===== src/pkg/ch2_consts.svh =====
// Offsets, field positions, reset values and scale constants for the channel two configuration registers.
`ifndef CH2_CONSTS_SVH
`define CH2_CONSTS_SVH

// Register offsets on the device's internal register port.
`define CH2_TARGET_VOLTAGE_OFS    8'h0c
`define CH2_ENABLE_DISCHARGE_OFS  8'h0d

// Reset values of both registers.
`define CH2_TARGET_VOLTAGE_RST    8'h00
`define CH2_ENABLE_DISCHARGE_RST  8'h00

// Field positions inside the enable and discharge register.
`define CH2_ADE_BIT               3
`define CH2_SEL_MSB               2
`define CH2_SEL_LSB               0

// Answer to a read of an unmapped offset.
`define CH2_UNMAPPED_READ         8'h00

// Linear voltage scale in millivolts: base plus step times code.
`define CH2_V_BASE_MV             13'h01f4
`define CH2_V_STEP_MV             13'h0019

// Highest legal code; codes above it are reserved for software.
`define CH2_TV_MAX_LEGAL          8'h8c

`endif


===== src/pkg/ch2_pkg.sv =====
// Types shared by the channel two configuration register bank.
`default_nettype none
package ch2_pkg;

  // Operating mode decoded from the three-bit enable selector.
  typedef enum logic [1:0] {
    SEL_SLOT,
    SEL_FORCE_OFF,
    SEL_FORCE_ON
  } sel_mode_t;

  // Whole state of the register bank, registered as one word.
  typedef struct packed {
    logic [7:0]  tv;         // Target voltage code register.
    logic [7:0]  cfg;        // Enable and discharge register.
    logic [7:0]  rdata;      // Read data held for the host interface.
    logic [12:0] mv;         // Target voltage in millivolts.
    sel_mode_t   mode;       // Decoded selector mode.
    logic [1:0]  slot;       // Assigned sequencer slot.
    logic        slot_mode;  // Channel follows a sequencer slot.
    logic        enable;     // Channel enabled.
    logic        discharge;  // Discharge load connected.
  } state_t;

endpackage : ch2_pkg
`default_nettype wire


===== src/rtl/buck_boost_ch2_config_regs.sv =====
// Configuration register pair and enable decode for buck-boost output two.
`timescale 1ns/1ps
`default_nettype none
`include "ch2_consts.svh"

// Function
// - Target voltage is 500mV plus 25mV times code.
// - Discharge load when bit set, channel off.
// - Selector codes 0-3 pick sequencer slot.
// - Codes 4,5 force off; 6,7 force on.
module buck_boost_ch2_config_regs
  import ch2_pkg::*;
(
  input  wire logic        mclk_in,                      // Register domain clock, 40 MHz.
  input  wire logic        reset_in,                     // Synchronous active-high reset.
  input  wire logic [7:0]  reg_addr_in,                  // Register offset from the host interface.
  input  wire logic        reg_wr_in,                    // One-cycle write strobe.
  input  wire logic        reg_rd_in,                    // One-cycle read strobe.
  input  wire logic [7:0]  reg_wdata_in,                 // Write data.
  input  wire logic [3:0]  power_sequencer_slot_active_in, // Slot levels from the sequencer, same clock.
  output var  logic [7:0]  reg_rdata_out,                // Read data, valid the cycle after a read strobe.
  output var  logic [7:0]  ch2_target_voltage_code_out,  // Stored target voltage code.
  output var  logic [12:0] ch2_target_mv_out,            // Target voltage in millivolts.
  output var  logic [1:0]  power_sequencer_slot_out,     // Slot the channel follows in slot mode.
  output var  logic        ch2_slot_mode_out,            // High while the channel follows a slot.
  output var  logic        ch2_enable_out,               // Channel enable to the regulator core.
  output var  logic        ch2_active_discharge_enable_out, // Stored discharge enable bit.
  output var  logic        ch2_discharge_out             // Discharge load switch control.
);

  // All state lives in one packed word: both registers, the read answer and the decoded controls.
  // Registering the decode from the next values adds no latency and keeps every output glitch-free.
  state_t state_reg;   // Registered state.
  state_t state_next;  // Next value of the state.

  // Next-state logic: register writes, read capture, and decode of the channel controls.
  // Decode works from the next register values so that every output lines up with the stored bits.
  always_comb begin
    logic [2:0] sel;
    sel = 3'h0;
    state_next = state_reg;
    // Writes store all eight bits; reserved bits are kept as plain storage.
    // Writes to any other offset fall through and leave both registers alone.
    if (reg_wr_in) begin
      if (reg_addr_in == `CH2_TARGET_VOLTAGE_OFS) begin
        state_next.tv = reg_wdata_in;
      end
      if (reg_addr_in == `CH2_ENABLE_DISCHARGE_OFS) begin
        state_next.cfg = reg_wdata_in;
      end
    end
    // Reads return the stored value before any write in the same cycle.
    // A read and a write in one cycle therefore hand back the old contents.
    if (reg_rd_in) begin
      case (reg_addr_in)
        `CH2_TARGET_VOLTAGE_OFS:   state_next.rdata = state_reg.tv;
        `CH2_ENABLE_DISCHARGE_OFS: state_next.rdata = state_reg.cfg;
        default:                   state_next.rdata = `CH2_UNMAPPED_READ;
      endcase
    end
    // Reserved codes are not trapped; the scale simply continues past the legal range.
    state_next.mv = 13'(`CH2_V_BASE_MV + `CH2_V_STEP_MV * {5'h00, state_next.tv});
    // The selector is taken from the value about to be stored, so a write shows one edge later.
    sel = state_next.cfg[`CH2_SEL_MSB:`CH2_SEL_LSB];
    // Upper selector bit clear means slot mode; otherwise the middle bit picks on or off.
    if (!sel[2]) begin
      // Codes 0 to 3 hand the channel to the numbered sequencer slot for both ramps.
      state_next.mode      = SEL_SLOT;
      state_next.slot      = sel[1:0];
      state_next.slot_mode = 1'b1;
    end else if (!sel[1]) begin
      // Codes 4 and 5 hold the channel off; the slot field keeps its last value.
      state_next.mode      = SEL_FORCE_OFF;
      state_next.slot_mode = 1'b0;
    end else begin
      // Codes 6 and 7 hold the channel on, whatever the sequencer is doing.
      state_next.mode      = SEL_FORCE_ON;
      state_next.slot_mode = 1'b0;
    end
    // Slot levels come from logic on this clock, so they are read without a synchroniser.
    case (state_next.mode)
      SEL_SLOT:      state_next.enable = power_sequencer_slot_active_in[state_next.slot];
      SEL_FORCE_OFF: state_next.enable = 1'b0;
      SEL_FORCE_ON:  state_next.enable = 1'b1;
      default:       state_next.enable = 1'b0;
    endcase
    // The load only pulls down a disabled output, never one that is regulating.
    state_next.discharge = state_next.cfg[`CH2_ADE_BIT] & ~state_next.enable;
  end

  // State register with synchronous reset to the documented register values.
  always_ff @(posedge mclk_in) begin
    if (reset_in) begin
      // Both registers return to their reset values.
      state_reg.tv        <= `CH2_TARGET_VOLTAGE_RST;
      state_reg.cfg       <= `CH2_ENABLE_DISCHARGE_RST;
      // Read data clears so a stale answer is never mistaken for a fresh one.
      state_reg.rdata     <= 8'h00;
      // Decoded outputs match what the reset contents decode to: slot 0, channel off until slot 0 rises.
      state_reg.mv        <= `CH2_V_BASE_MV;
      state_reg.mode      <= SEL_SLOT;
      state_reg.slot      <= 2'h0;
      state_reg.slot_mode <= 1'b1;
      state_reg.enable    <= 1'b0;
      state_reg.discharge <= 1'b0;
    end else begin
      // Every field moves together, so outputs never mix old and new register contents.
      state_reg <= state_next;
    end
  end

  // Outputs come straight from the state register.
  // Slot mode has its own flop so that this output needs no decode after the register.
  assign reg_rdata_out                   = state_reg.rdata;
  assign ch2_target_voltage_code_out     = state_reg.tv;
  assign ch2_target_mv_out               = state_reg.mv;
  assign power_sequencer_slot_out        = state_reg.slot;
  assign ch2_slot_mode_out               = state_reg.slot_mode;
  assign ch2_enable_out                  = state_reg.enable;
  assign ch2_active_discharge_enable_out = state_reg.cfg[`CH2_ADE_BIT];
  assign ch2_discharge_out               = state_reg.discharge;
endmodule // buck_boost_ch2_config_regs
`default_nettype wire


===== config.mk =====
export PLATFORM = sky130hd
export DESIGN_NAME = buck_boost_ch2_config_regs
export DESIGN_NICKNAME = d
export VERILOG_FILES = /design/src/pkg/ch2_pkg.sv /design/src/rtl/buck_boost_ch2_config_regs.sv
export VERILOG_INCLUDE_DIRS = /design/src /design/src/pkg
export SDC_FILE = /design/constraint.sdc
export NUM_CORES = 1
export LEC_CHECK = 0
export ABC_AREA = 0
export BUFFER_PORTS_ARGS = -buffer_cell sky130_fd_sc_hd__buf_2
export CORE_ASPECT_RATIO = 0.8
export CORE_MARGIN = 3
export CORE_UTILIZATION = 49
export CTS_CLUSTER_SIZE = 16
export DETAILED_ROUTE_END_ITERATION = 6
export GPL_TIMING_DRIVEN = 0
export PLACE_DENSITY = 0.8
export SLEW_MARGIN = 20
export SYNTH_ARGS = -nofsm -noshare
export SYNTH_HDL_FRONTEND = slang
export SYNTH_SLANG_ARGS = --single-unit

===== constraint.sdc =====
create_clock -name mclk_in -period 3.8 [get_ports mclk_in]
set_input_delay 0.19 -clock mclk_in [delete_from_list [all_inputs] [get_ports mclk_in]]
set_output_delay 0.19 -clock mclk_in [all_outputs]
set_load 0.02 [all_outputs]

==> results.sh, run 1 <==
export IMPL_outcome="complete, no violations"
export IMPL_power_density_mw_per_mm2=250
export IMPL_hp_class="input port to register"
export IMPL_clock_sinks=40
export IMPL_vias_per_cell=4.98
export IMPL_syn_cell_area_mm2=0.00254
export IMPL_leakagePower_nw=1.65
export IMPL_n_antenna_cell=0
export IMPL_placement_cell_area_mm2=0.00290
export IMPL_worst_path_most_repeated_cell="ha_1"
export IMPL_drive_gt1_frac=0.381
export IMPL_fin_crit_sh=0.947
export IMPL_worst_setup_path_start_kind="input port"
export IMPL_tritoncts="yes"
export IMPL_comb_power_share=0.069
export IMPL_worst_clock_skew_ns=0.00527
export IMPL_yosysUniqueCellTypes=34
export IMPL_post_route_cell_area_mm2=0.00308
export IMPL_initial_util=0.531
export IMPL_max_slew_worst_pin_slew_ns=0.532
export IMPL_pin_count=59
export IMPL_max_vdd_ir_drop_uv=150
export IMPL_layout_cells_most_common_list="buf_2, dfxtp_1, buf_4, nor2_1, ha_1"
export IMPL_total_clock_buffers_created_by_cts=5
export IMPL_slew_headroom=0.644
export IMPL_area_growth_syn_to_layout_pct=21.1
export IMPL_vias=1989
export IMPL_dieWidth_um=86.5
export IMPL_drt_initial_drc_count=91
export IMPL_cts_htree_levels=2
export IMPL_clock_slew_at_reported_path_ffs_ns=0.08
export IMPL_global_route_usage_total=0.176
export IMPL_flip_flop_count_of_the_largest_register_all_copies_and_words_added=11
export IMPL_initial_antenna_violation_count=0
export IMPL_critical_path_buffers_and_inverters=3
export IMPL_grt_ovfl_total=0
export IMPL_critical_path_top_delay_family="adder cells"
export IMPL_post_synth_cell_area_avg_um2=9.35
export IMPL_grt_pass1_wl_um=8450
export IMPL_final_stage_net_count=393
export IMPL_cp_required_ns=3.99
export IMPL_grt_max_degree=13
export IMPL_core_mm2=0.00479
export IMPL_hpwl_um=3860
export IMPL_sequential_power_share=0.547
export IMPL_crit_path_top_delay_cell="fa_1"
export IMPL_hold_buf_cts=0
export IMPL_final_hold_viol_count=0
export IMPL_timing_critical_path_cells="buf_2 > nor4_4 > nand2_2 > nor2_4 > buf_6 > mux2i_4 > inv_2 > fa_1 > ha_1 > ha_1 > a21o_1 > a21oi_1 > o21bai_1 > a2111oi_2 > nor3_1 > mux2_2"
export IMPL_setup_viol=0
export IMPL_slowest_delay_ns=0.49
export IMPL_timing_final_ws_setup_ns=0.201
export IMPL_numPortBuffers=55
export IMPL_slew_viol_final=0
export IMPL_synth_sequential_area_ratio=0.315
export IMPL_clock_group_share_of_total_power=0.384
export IMPL_clock_tree_root_cell="clkbuf_8"
export IMPL_drt_antenna_violating_nets=0
export IMPL_syn_num_nets=327
export IMPL_maximum_achievable_frequency_ghz=0.278
export IMPL_synthesis_yosys_warnings=0
export IMPL_chipHeight_um=70.4
export IMPL_firstDrtPassIters=4
export IMPL_layout_core_utilization=0.643
export IMPL_fp_dieArea_mm2=0.00609
export IMPL_power_internal_mw=0.587
export IMPL_num_fill_cells=420
export IMPL_endpoint_kind="register"
export IMPL_synth_seq_cells=40
export IMPL_maxCapViolCount=0
export IMPL_classification_of_the_worst_setup_path="input port to register"
export IMPL_clock_path_buffers=2
export IMPL_routabilityCongestion=0.804
export IMPL_detail_route_wl_per_cell_um=12.9
export IMPL_wirelength_um=5130
export IMPL_power_switching_mw=0.183
export IMPL_grt_pass1_vias=1901
export IMPL_layout_cells_most_common="buf_2"
export IMPL_dpl_worst_slack_ns=-0.556
export IMPL_critPathArrivalTime_ns=3.79
export IMPL_postSynthCellCount=272
export IMPL_fin_crit_ns=3.60
export IMPL_switching_share=0.237
export IMPL_floorplan_rows=22
export IMPL_clkLatencyLatePin_ns=0.30
export IMPL_drc=0
export IMPL_critical_path_max_fanout=7
-- synthesized netlist by cell type, drive strengths merged --
library cell   n  area [um^2]
xnor2          6         52.6
or3            2         12.5
and4b          1         10.0
nor2          35          131
clkbuf         7         26.3
buf           35          259
nor4           1         21.3
o21ai          3         15.0
inv           17         63.8
nand2          5         18.8
mux2i         21          223
fa             4         80.1
a31o           1         8.76
a2111oi        2         17.5
and2           2         12.5
ha            27          338
a21oi         19         95.1
o21bai         2         15.0
nor3b          1         12.5
mux2          10          113
a21o           2         15.0
dfxtp         40          801
nor3           5         25.0
nand3          2         15.0
o31ai          1         7.51
or2            3         18.8
o22ai          1         12.5
o21a           1         7.51
xor2           6         52.6
nor2b         10         62.6
-- metal layers --
| metal | wire length, um | GRT usage | vias to the layer above |
|---|---|---|---|
| met3 | 285 | 0.0495 | 13 |
| li1 | - | - | 1011 |
| met2 | 2350 | 0.283 | 51 |
| met4 | 125 | 0.0640 | 0 |
| met5 | 0 | 0 | - |
| met1 | 2370 | 0.223 | 914 |
-- power by group through the flow --
| stage | Clock, mW | Sequential [mW] | Combinational (mW) |
|---|---|---|---|
| final | 0.296 | 0.421 | 0.0528 |
| after global routing | 0.321 | 0.421 | 0.0587 |
| after CTS | 0.304 | 0.421 | 0.0515 |
| after detailed placement | 0 | 0.431 | 0.0500 |
| after global placement | 0 | 0.431 | 0.0492 |
| after floorplan | 0 | 0.432 | 0.0260 |
-- what timing repair did --
item / in CTS / in global routing
setup buffers: 3 / 1
endpoints found under the setup margin: 2 / 2
resized for setup: 10 / 6
pin swaps: 0 / 2
-- worst register-to-register path: cells and delay by family (launching register included) --
| kind | cells | cell delay [ns] |
|---|---|---|
| buffers and inverters | 1 | 0.29 |
| xor gates and xnor gates | 1 | 0.16 |
| DFF | 1 | 0.35 |
| AOI/OAI and AO/OA | 5 | 0.99 |
| and+or+nand+nor | 2 | 0.19 |
| adders and majority gates | 3 | 1.11 |
| muxes | 1 | 0.28 |
-- path summary, 6_finish.rpt --
path | from | to | slack [ns] | cells after the start
hold / removal | reg_wdata_in[6] | state_reg[34] | 0.15 | 3
hold reg to reg | state_reg[34] | state_reg[34] | 0.51 | 2
setup / recovery | reg_addr_in[6] | ch2_target_mv_out[11] | 0.20 | 16
setup reg to reg | ch2_target_voltage_code_out[1] | ch2_target_mv_out[11] | 0.34 | 13
-- stage by stage --
stage | power, mW | hold slack, ns | setup TNS (ns) | cells
3_5_place_dp | 0.481 | 0.448 | -1.12 | 387
3_3_place_gp | 0.480 | 0.446 | -1.01 | 387
5_1_grt | 0.801 | 0.159 | -0.0250 | 399
6_report | 0.769 | 0.153 | 0 | 399
4_1_cts | 0.776 | 0.144 | 0 | 398
2_1_floorplan | 0.458 | 0.271 | 0 | 272
-- logic make-up (layout without fill, tap and decap cells) --
logic type,Yosys count,count (layout),share of synthesized area
xor gates and xnor gates,12,12,0.0413
muxes,31,31,0.132
AOI/OAI and AO/OA,32,32,0.0763
adders and majority gates,31,31,0.164
buffers and inverters,59,126,0.137
and+or+nand+nor,67,67,0.134
DFF,40,40,0.315
-- cell type report --
| cell class | count | area, um^2 | area share |
|---|---|---|---|
| Multi-Input combinational cell | 173 | 1450 | 0.470 |
| Sequential cell | 40 | 801 | 0.260 |
| Timing Repair Buffer | 59 | 305 | 0.0991 |
| Buffer | 42 | 294 | 0.0955 |
| Clock buffer | 6 | 82.6 | 0.0268 |
| Tap cell | 60 | 75.1 | 0.0244 |
| Inverter | 17 | 63.8 | 0.0207 |
| Clock inverter | 2 | 10.0 | 0.00325 |
Note: power is estimated with default switching activity, not from simulation.
==> run 2: changes to the inputs <==
- PLACE_DENSITY: 0.8 -> 0.84
==> run 2 against run 1 <==
  * Die area is the same
  * Fmax shrank 0.16%
  * First-iteration DRC count shrank 7.7%
  * Clock-buffer cell count is the same
  * Clock skew shrank 0.0020 ns
  * Global-route usage shrank 0.19 points
  * Clock power grew 16%
  * Wire length grew 3.0%
==> results.sh, run 2 (same netlist as run 1, synthesis figures left out) <==
export IMPL_outcome="complete, no violations"
export IMPL_groute_layer_met3_usage=0.0425
export IMPL_total_clock_buffers_created_by_cts=5
export IMPL_maxCapViolCount=0
export IMPL_worst_setup_path_start_kind="input port"
export IMPL_hold_buf_cts=0
export IMPL_num_fill_cells=387
export IMPL_setup_viol=0
export IMPL_grt_pass1_wl_um=8380
export IMPL_endpoint_kind="register"
export IMPL_timing_final_ws_setup_ns=0.196
export IMPL_n_antenna_cell=0
export IMPL_drive_gt1_frac=0.385
export IMPL_rr_worst_depth=13
export IMPL_wirelength_um=5280
export IMPL_placement_cell_area_mm2=0.00290
export IMPL_drt_antenna_violating_nets=0
export IMPL_worst_clock_skew_ns=0.00328
export IMPL_grt_ovfl_total=0
export IMPL_min_delay_path_depth=3
export IMPL_classification_of_the_worst_setup_path="input port to register"
export IMPL_use_met2=0.278
export IMPL_clock_path_buffers=2
export IMPL_detail_route_wl_per_cell_um=13.3
export IMPL_clkLatencyLatePin_ns=0.30
export IMPL_met1_usage=0.220
export IMPL_pin_count=59
export IMPL_cp_required_ns=3.99
export IMPL_grt_pass1_vias=1925
export IMPL_post_layout_nonfiller_instances=398
export IMPL_max_slew_worst_pin_slew_ns=0.502
export IMPL_place_inst=387
export IMPL_flip_flop_count_of_the_largest_register_all_copies_and_words_added=11
export IMPL_firstDrtPassIters=4
export IMPL_area_growth_syn_to_layout_pct=22.3
export IMPL_final_stage_net_count=392
export IMPL_top_usage_layer="met2"
export IMPL_layout_cells_most_common_list="buf_2, dfxtp_1, buf_4, nor2_1, ha_1"
export IMPL_crit_reg2reg_launch="ch2_target_voltage_code_out[1]"
export IMPL_initial_antenna_violation_count=0
export IMPL_sequential_cell_area_um2=801
export IMPL_vias=2012
export IMPL_critPathArrivalTime_ns=3.80
export IMPL_dpl_worst_slack_ns=-0.548
export IMPL_source_of_the_worst_hold_timing_path="reg_wdata_in[7]"
export IMPL_worstReg2RegEnd="ch2_target_mv_out[11]"
export IMPL_core_mm2=0.00479
export IMPL_fin_hold_ws_ns=0.159
export IMPL_critical_path_max_fanout=8
export IMPL_global_route_usage_total=0.174
export IMPL_grt_max_degree=13
export IMPL_drt_initial_drc_count=84
export IMPL_fp_dieArea_mm2=0.00609
export IMPL_maximum_achievable_frequency_ghz=0.277
export IMPL_dieWidth_um=86.5
export IMPL_max_vdd_ir_drop_uv=170
export IMPL_tritoncts="yes"
export IMPL_worst_r2r_setup_slack_ns=0.37
export IMPL_routabilityCongestion=0.792
export IMPL_leakagePower_nw=1.66
export IMPL_initial_util=0.531
export IMPL_whs_endpoint="state_reg[35]"
export IMPL_clock_sinks=40
export IMPL_layout_cells_most_common="buf_2"
export IMPL_power_density_mw_per_mm2=263
export IMPL_clock_tree_root_cell="clkbuf_8"
export IMPL_cts_htree_levels=2
export IMPL_fin_crit_ns=3.60
export IMPL_fin_crit_sh=0.949
export IMPL_chipHeight_um=70.4
export IMPL_drc=0
export IMPL_final_hold_viol_count=0
export IMPL_floorplan_rows=22
export IMPL_clock_slew_at_reported_path_ffs_ns=0.08
export IMPL_numPortBuffers=55
export IMPL_hpwl_um=4010
export IMPL_slew_viol_final=0
export IMPL_vias_per_cell=5.06
export IMPL_slew_headroom=0.664
export IMPL_multi_input_comb_area_mm2=0.00147
export IMPL_post_route_cell_area_mm2=0.00311
export IMPL_hp_class="input port to register"
-- run 2: power by group --
| group | leakage (nW) | internal, mW | switching (mW) | total (mW) |
|---|---|---|---|---|
| registers | 0.323 | 0.420 | 0.000563 | 0.421 |
| logic | 1.28 | 0.0216 | 0.0318 | 0.0534 |
| clock network | 0.0552 | 0.195 | 0.149 | 0.344 |
-- run 2: worst max-delay path by stage --
stage | startpoint | endpoint | slack (ns) | cells after the start
after floorplan | reg_addr_in[5] | ch2_target_mv_out[12] | 0.04 | 15
after global placement | reg_addr_in[5] | ch2_target_mv_out[12] | -0.44 | 16
after detailed placement | reg_addr_in[5] | ch2_target_mv_out[12] | -0.55 | 16
after CTS | reg_addr_in[5] | ch2_target_mv_out[12] | 0.02 | 16
after global routing | reg_addr_in[6] | ch2_target_mv_out[12] | -0.0006 | 16
final | reg_addr_in[6] | ch2_target_mv_out[11] | 0.20 | 16
-- run 2: layout make-up --
type / count / share of cell area
multi-input combinational: 173 / 0.472
sequential: 40 / 0.257
timing repair buffer: 58 / 0.0957
buffer: 42 / 0.0957
tap: 60 / 0.0241
clock buffer: 6 / 0.0233
inverter: 17 / 0.0205
clock inverter: 2 / 0.0113
-- run 2: routing by layer --
metal	up-vias	wire [um]
met2	69	2520
met1	926	2270
met5	-	0
met3	11	394
met4	0	103
li1	1006	-
-- run 2: timing repair --
item | 4_1_cts | 5_1_grt
pin swaps | 0 | 3
gates resized for setup | 10 | 10
setup endpoints to repair | 2 | 3
setup buffers | 0 | 3
-- run 2: critical path: stages --
cell	delay, ns
buf_2	0.11
nor4_4	0.35
nand2_2	0.11
nor2_4	0.14
buf_8	0.16
mux2i_4	0.29
ha_1	0.28
fa_1	0.51
inv_1	0.05
ha_1	0.30
ha_1	0.32
inv_1	0.11
o21bai_2	0.10
a2111oi_2	0.36
nor3_1	0.11
mux2_2	0.28
-- run 2: metrics by stage --
| step | power, mW | util | TNS, ns |
|---|---|---|---|
| after floorplan | 0.458 | - | 0 |
| after global placement | 0.480 | 0.604 | -1.01 |
| after detailed placement | 0.481 | 0.604 | -1.22 |
| after CTS | 0.822 | 0.635 | 0 |
| after global routing | 0.843 | 0.649 | -0.000583 |
| final | 0.818 | 0.649 | 0 |
==> run 3: changes to the inputs <==
- GPL_TIMING_DRIVEN: 0 -> default
- SLEW_MARGIN: 20 -> default
==> run 3 against run 2 <==
  * Global-route usage increased by 0.23 points
  * Final cell count fell by 6.0%
  * Total power is 0.39% higher
  * Clock power rose by 1%
  * Highest routed layer unchanged
  * Largest power group unchanged
  * Fmax up 3.1%
==> results.sh, run 3 (same netlist as run 1, synthesis figures left out) <==
export IMPL_outcome="complete, no violations"
export IMPL_detail_route_wl_per_cell_um=13.4
export IMPL_worst_path_most_repeated_cell="ha_1"
export IMPL_power_density_mw_per_mm2=285
export IMPL_max_vdd_ir_drop_uv=203
export IMPL_layout_cells_most_common="buf_2"
export IMPL_power_switching_mw=0.185
export IMPL_max_slew_worst_pin_slew_ns=0.602
export IMPL_worst_setup_path_start_kind="input port"
export IMPL_critical_path_buffers_and_inverters=4
export IMPL_initial_antenna_violation_count=0
export IMPL_initial_util=0.531
export IMPL_core_mm2=0.00479
export IMPL_hp_class="input port to register"
export IMPL_floorplan_rows=22
export IMPL_worst_clock_skew_ns=0.0112
export IMPL_cts_htree_levels=2
export IMPL_critical_path_max_fanout=8
export IMPL_area_growth_syn_to_layout_pct=13.3
export IMPL_setup_viol=0
export IMPL_switching_share=0.226
export IMPL_clkLatencyLatePin_ns=0.30
export IMPL_vias=1886
export IMPL_cp_required_ns=3.98
export IMPL_grt_pass1_vias=1888
export IMPL_layout_cells_most_common_list="buf_2, dfxtp_1, nor2_1, ha_1, mux2i_1"
export IMPL_tritoncts="yes"
export IMPL_slew_viol_final=0
export IMPL_drt_antenna_violating_nets=0
export IMPL_clock_sinks=40
export IMPL_endpoint_kind="register"
export IMPL_numPortBuffers=58
export IMPL_drc=0
export IMPL_maxCapViolCount=0
export IMPL_final_hold_viol_count=0
export IMPL_layout_core_utilization=0.602
export IMPL_totalNegativeSetupSlack_ns=0
export IMPL_comb_power_share=0.063
export IMPL_critPathArrivalTime_ns=3.68
export IMPL_clock_group_share_of_total_power=0.425
export IMPL_flip_flop_count_of_the_largest_register_all_copies_and_words_added=11
export IMPL_clock_path_buffers=2
export IMPL_pin_count=59
export IMPL_clock_slew_at_reported_path_ffs_ns=0.08
export IMPL_fin_crit_sh=0.920
export IMPL_classification_of_the_worst_setup_path="input port to register"
export IMPL_drt_initial_drc_count=73
export IMPL_power_internal_mw=0.636
export IMPL_slowest_delay_ns=0.51
export IMPL_drive_gt1_frac=0.331
export IMPL_final_stage_net_count=368
export IMPL_routabilityCongestion=0.776
export IMPL_unrepaired_setup_endpoints_after_global_routing="no"
export IMPL_n_antenna_cell=0
export IMPL_total_clock_buffers_created_by_cts=5
export IMPL_wirelength_um=5000
export IMPL_clock_tree_root_cell="clkbuf_8"
export IMPL_firstDrtPassIters=4
export IMPL_grt_ovfl_total=0
export IMPL_global_route_usage_total=0.176
export IMPL_crit_path_top_delay_cell="fa_1"
export IMPL_hpwl_um=3860
export IMPL_timing_critical_path_cells="buf_2 > nor4_4 > nand2_1 > nor2_1 > buf_4 > mux2i_1 > ha_1 > fa_1 > inv_1 > ha_1 > ha_1 > inv_1 > o21bai_1 > a2111oi_2 > nor3_1 > mux2_2"
export IMPL_chipHeight_um=70.4
export IMPL_leakagePower_nw=1.53
export IMPL_grt_max_degree=35
export IMPL_fp_dieArea_mm2=0.00609
export IMPL_critical_path_top_delay_family="adder cells"
export IMPL_grt_pass1_wl_um=8520
export IMPL_vias_per_cell=5.04
export IMPL_slew_headroom=0.599
export IMPL_dieWidth_um=86.5
export IMPL_maximum_achievable_frequency_ghz=0.286
export IMPL_fin_crit_ns=3.50
export IMPL_sequential_power_share=0.513
export IMPL_hold_buf_cts=0
-- run 3: metrics by stage --
step,area (um^2),power [mW],hold slack [ns],instances,setup WS [ns]
finish,2880,0.821,0.169,374,0.304
global route,2880,0.855,0.176,374,0.0252
CTS,2870,0.834,0.154,374,0.130
detailed placement,2760,0.481,0.467,366,-0.170
global placement,2760,0.480,0.454,366,-0.00740
floorplan,2540,0.458,0.271,272,0.0373
-- run 3: layout make-up --
cell class	instances	area (um^2)
fillers	420	1910
multi-input cells	173	1410
flip-flops and latches	40	801
repair buffers	76	425
well taps	60	75.1
clock buffers	5	68.8
inverters	17	63.8
clock inverters	3	42.5
-- run 3: path summary, 6_finish.rpt --
kind         depth (start not counted)                            from               endpoint  slack [ns]
max                                 16                  reg_addr_in[5]  ch2_target_mv_out[11]        0.30
min                                  3                 reg_wdata_in[4]          state_reg[32]        0.17
max reg2reg                         12  ch2_target_voltage_code_out[1]  ch2_target_mv_out[12]        0.45
min reg2reg                          2                   state_reg[32]          state_reg[32]        0.50
-- run 3: power groups by stage --
| stage | registers [mW] | clock network [mW] | logic, mW |
|---|---|---|---|
| final | 0.421 | 0.349 | 0.0515 |
| after global routing | 0.421 | 0.377 | 0.0566 |
| after CTS | 0.421 | 0.362 | 0.0512 |
| after detailed placement | 0.431 | 0 | 0.0505 |
| after global placement | 0.431 | 0 | 0.0493 |
| after floorplan | 0.432 | 0 | 0.0260 |
-- run 3: tightest hold or removal path: stages --
cell and delay, ns:
buf_2 0.10, mux2i_1 0.06, nor2_1 0.07
-- run 3: metal layers --
metal | part of all wire | wire length, um | GRT usage
met5 | 0 | 0 | 0
met4 | 0.0094 | 47 | 0.0467
met3 | 0.047 | 234 | 0.0507
met2 | 0.47 | 2330 | 0.278
met1 | 0.48 | 2390 | 0.234
-- run 3: what timing repair did --
item                                    4_1_cts  5_1_grt
endpoints found under the setup margin        0        2
hold endpoints to repair                      0        0
resized for setup                             0        4
buffers inserted                              0        0
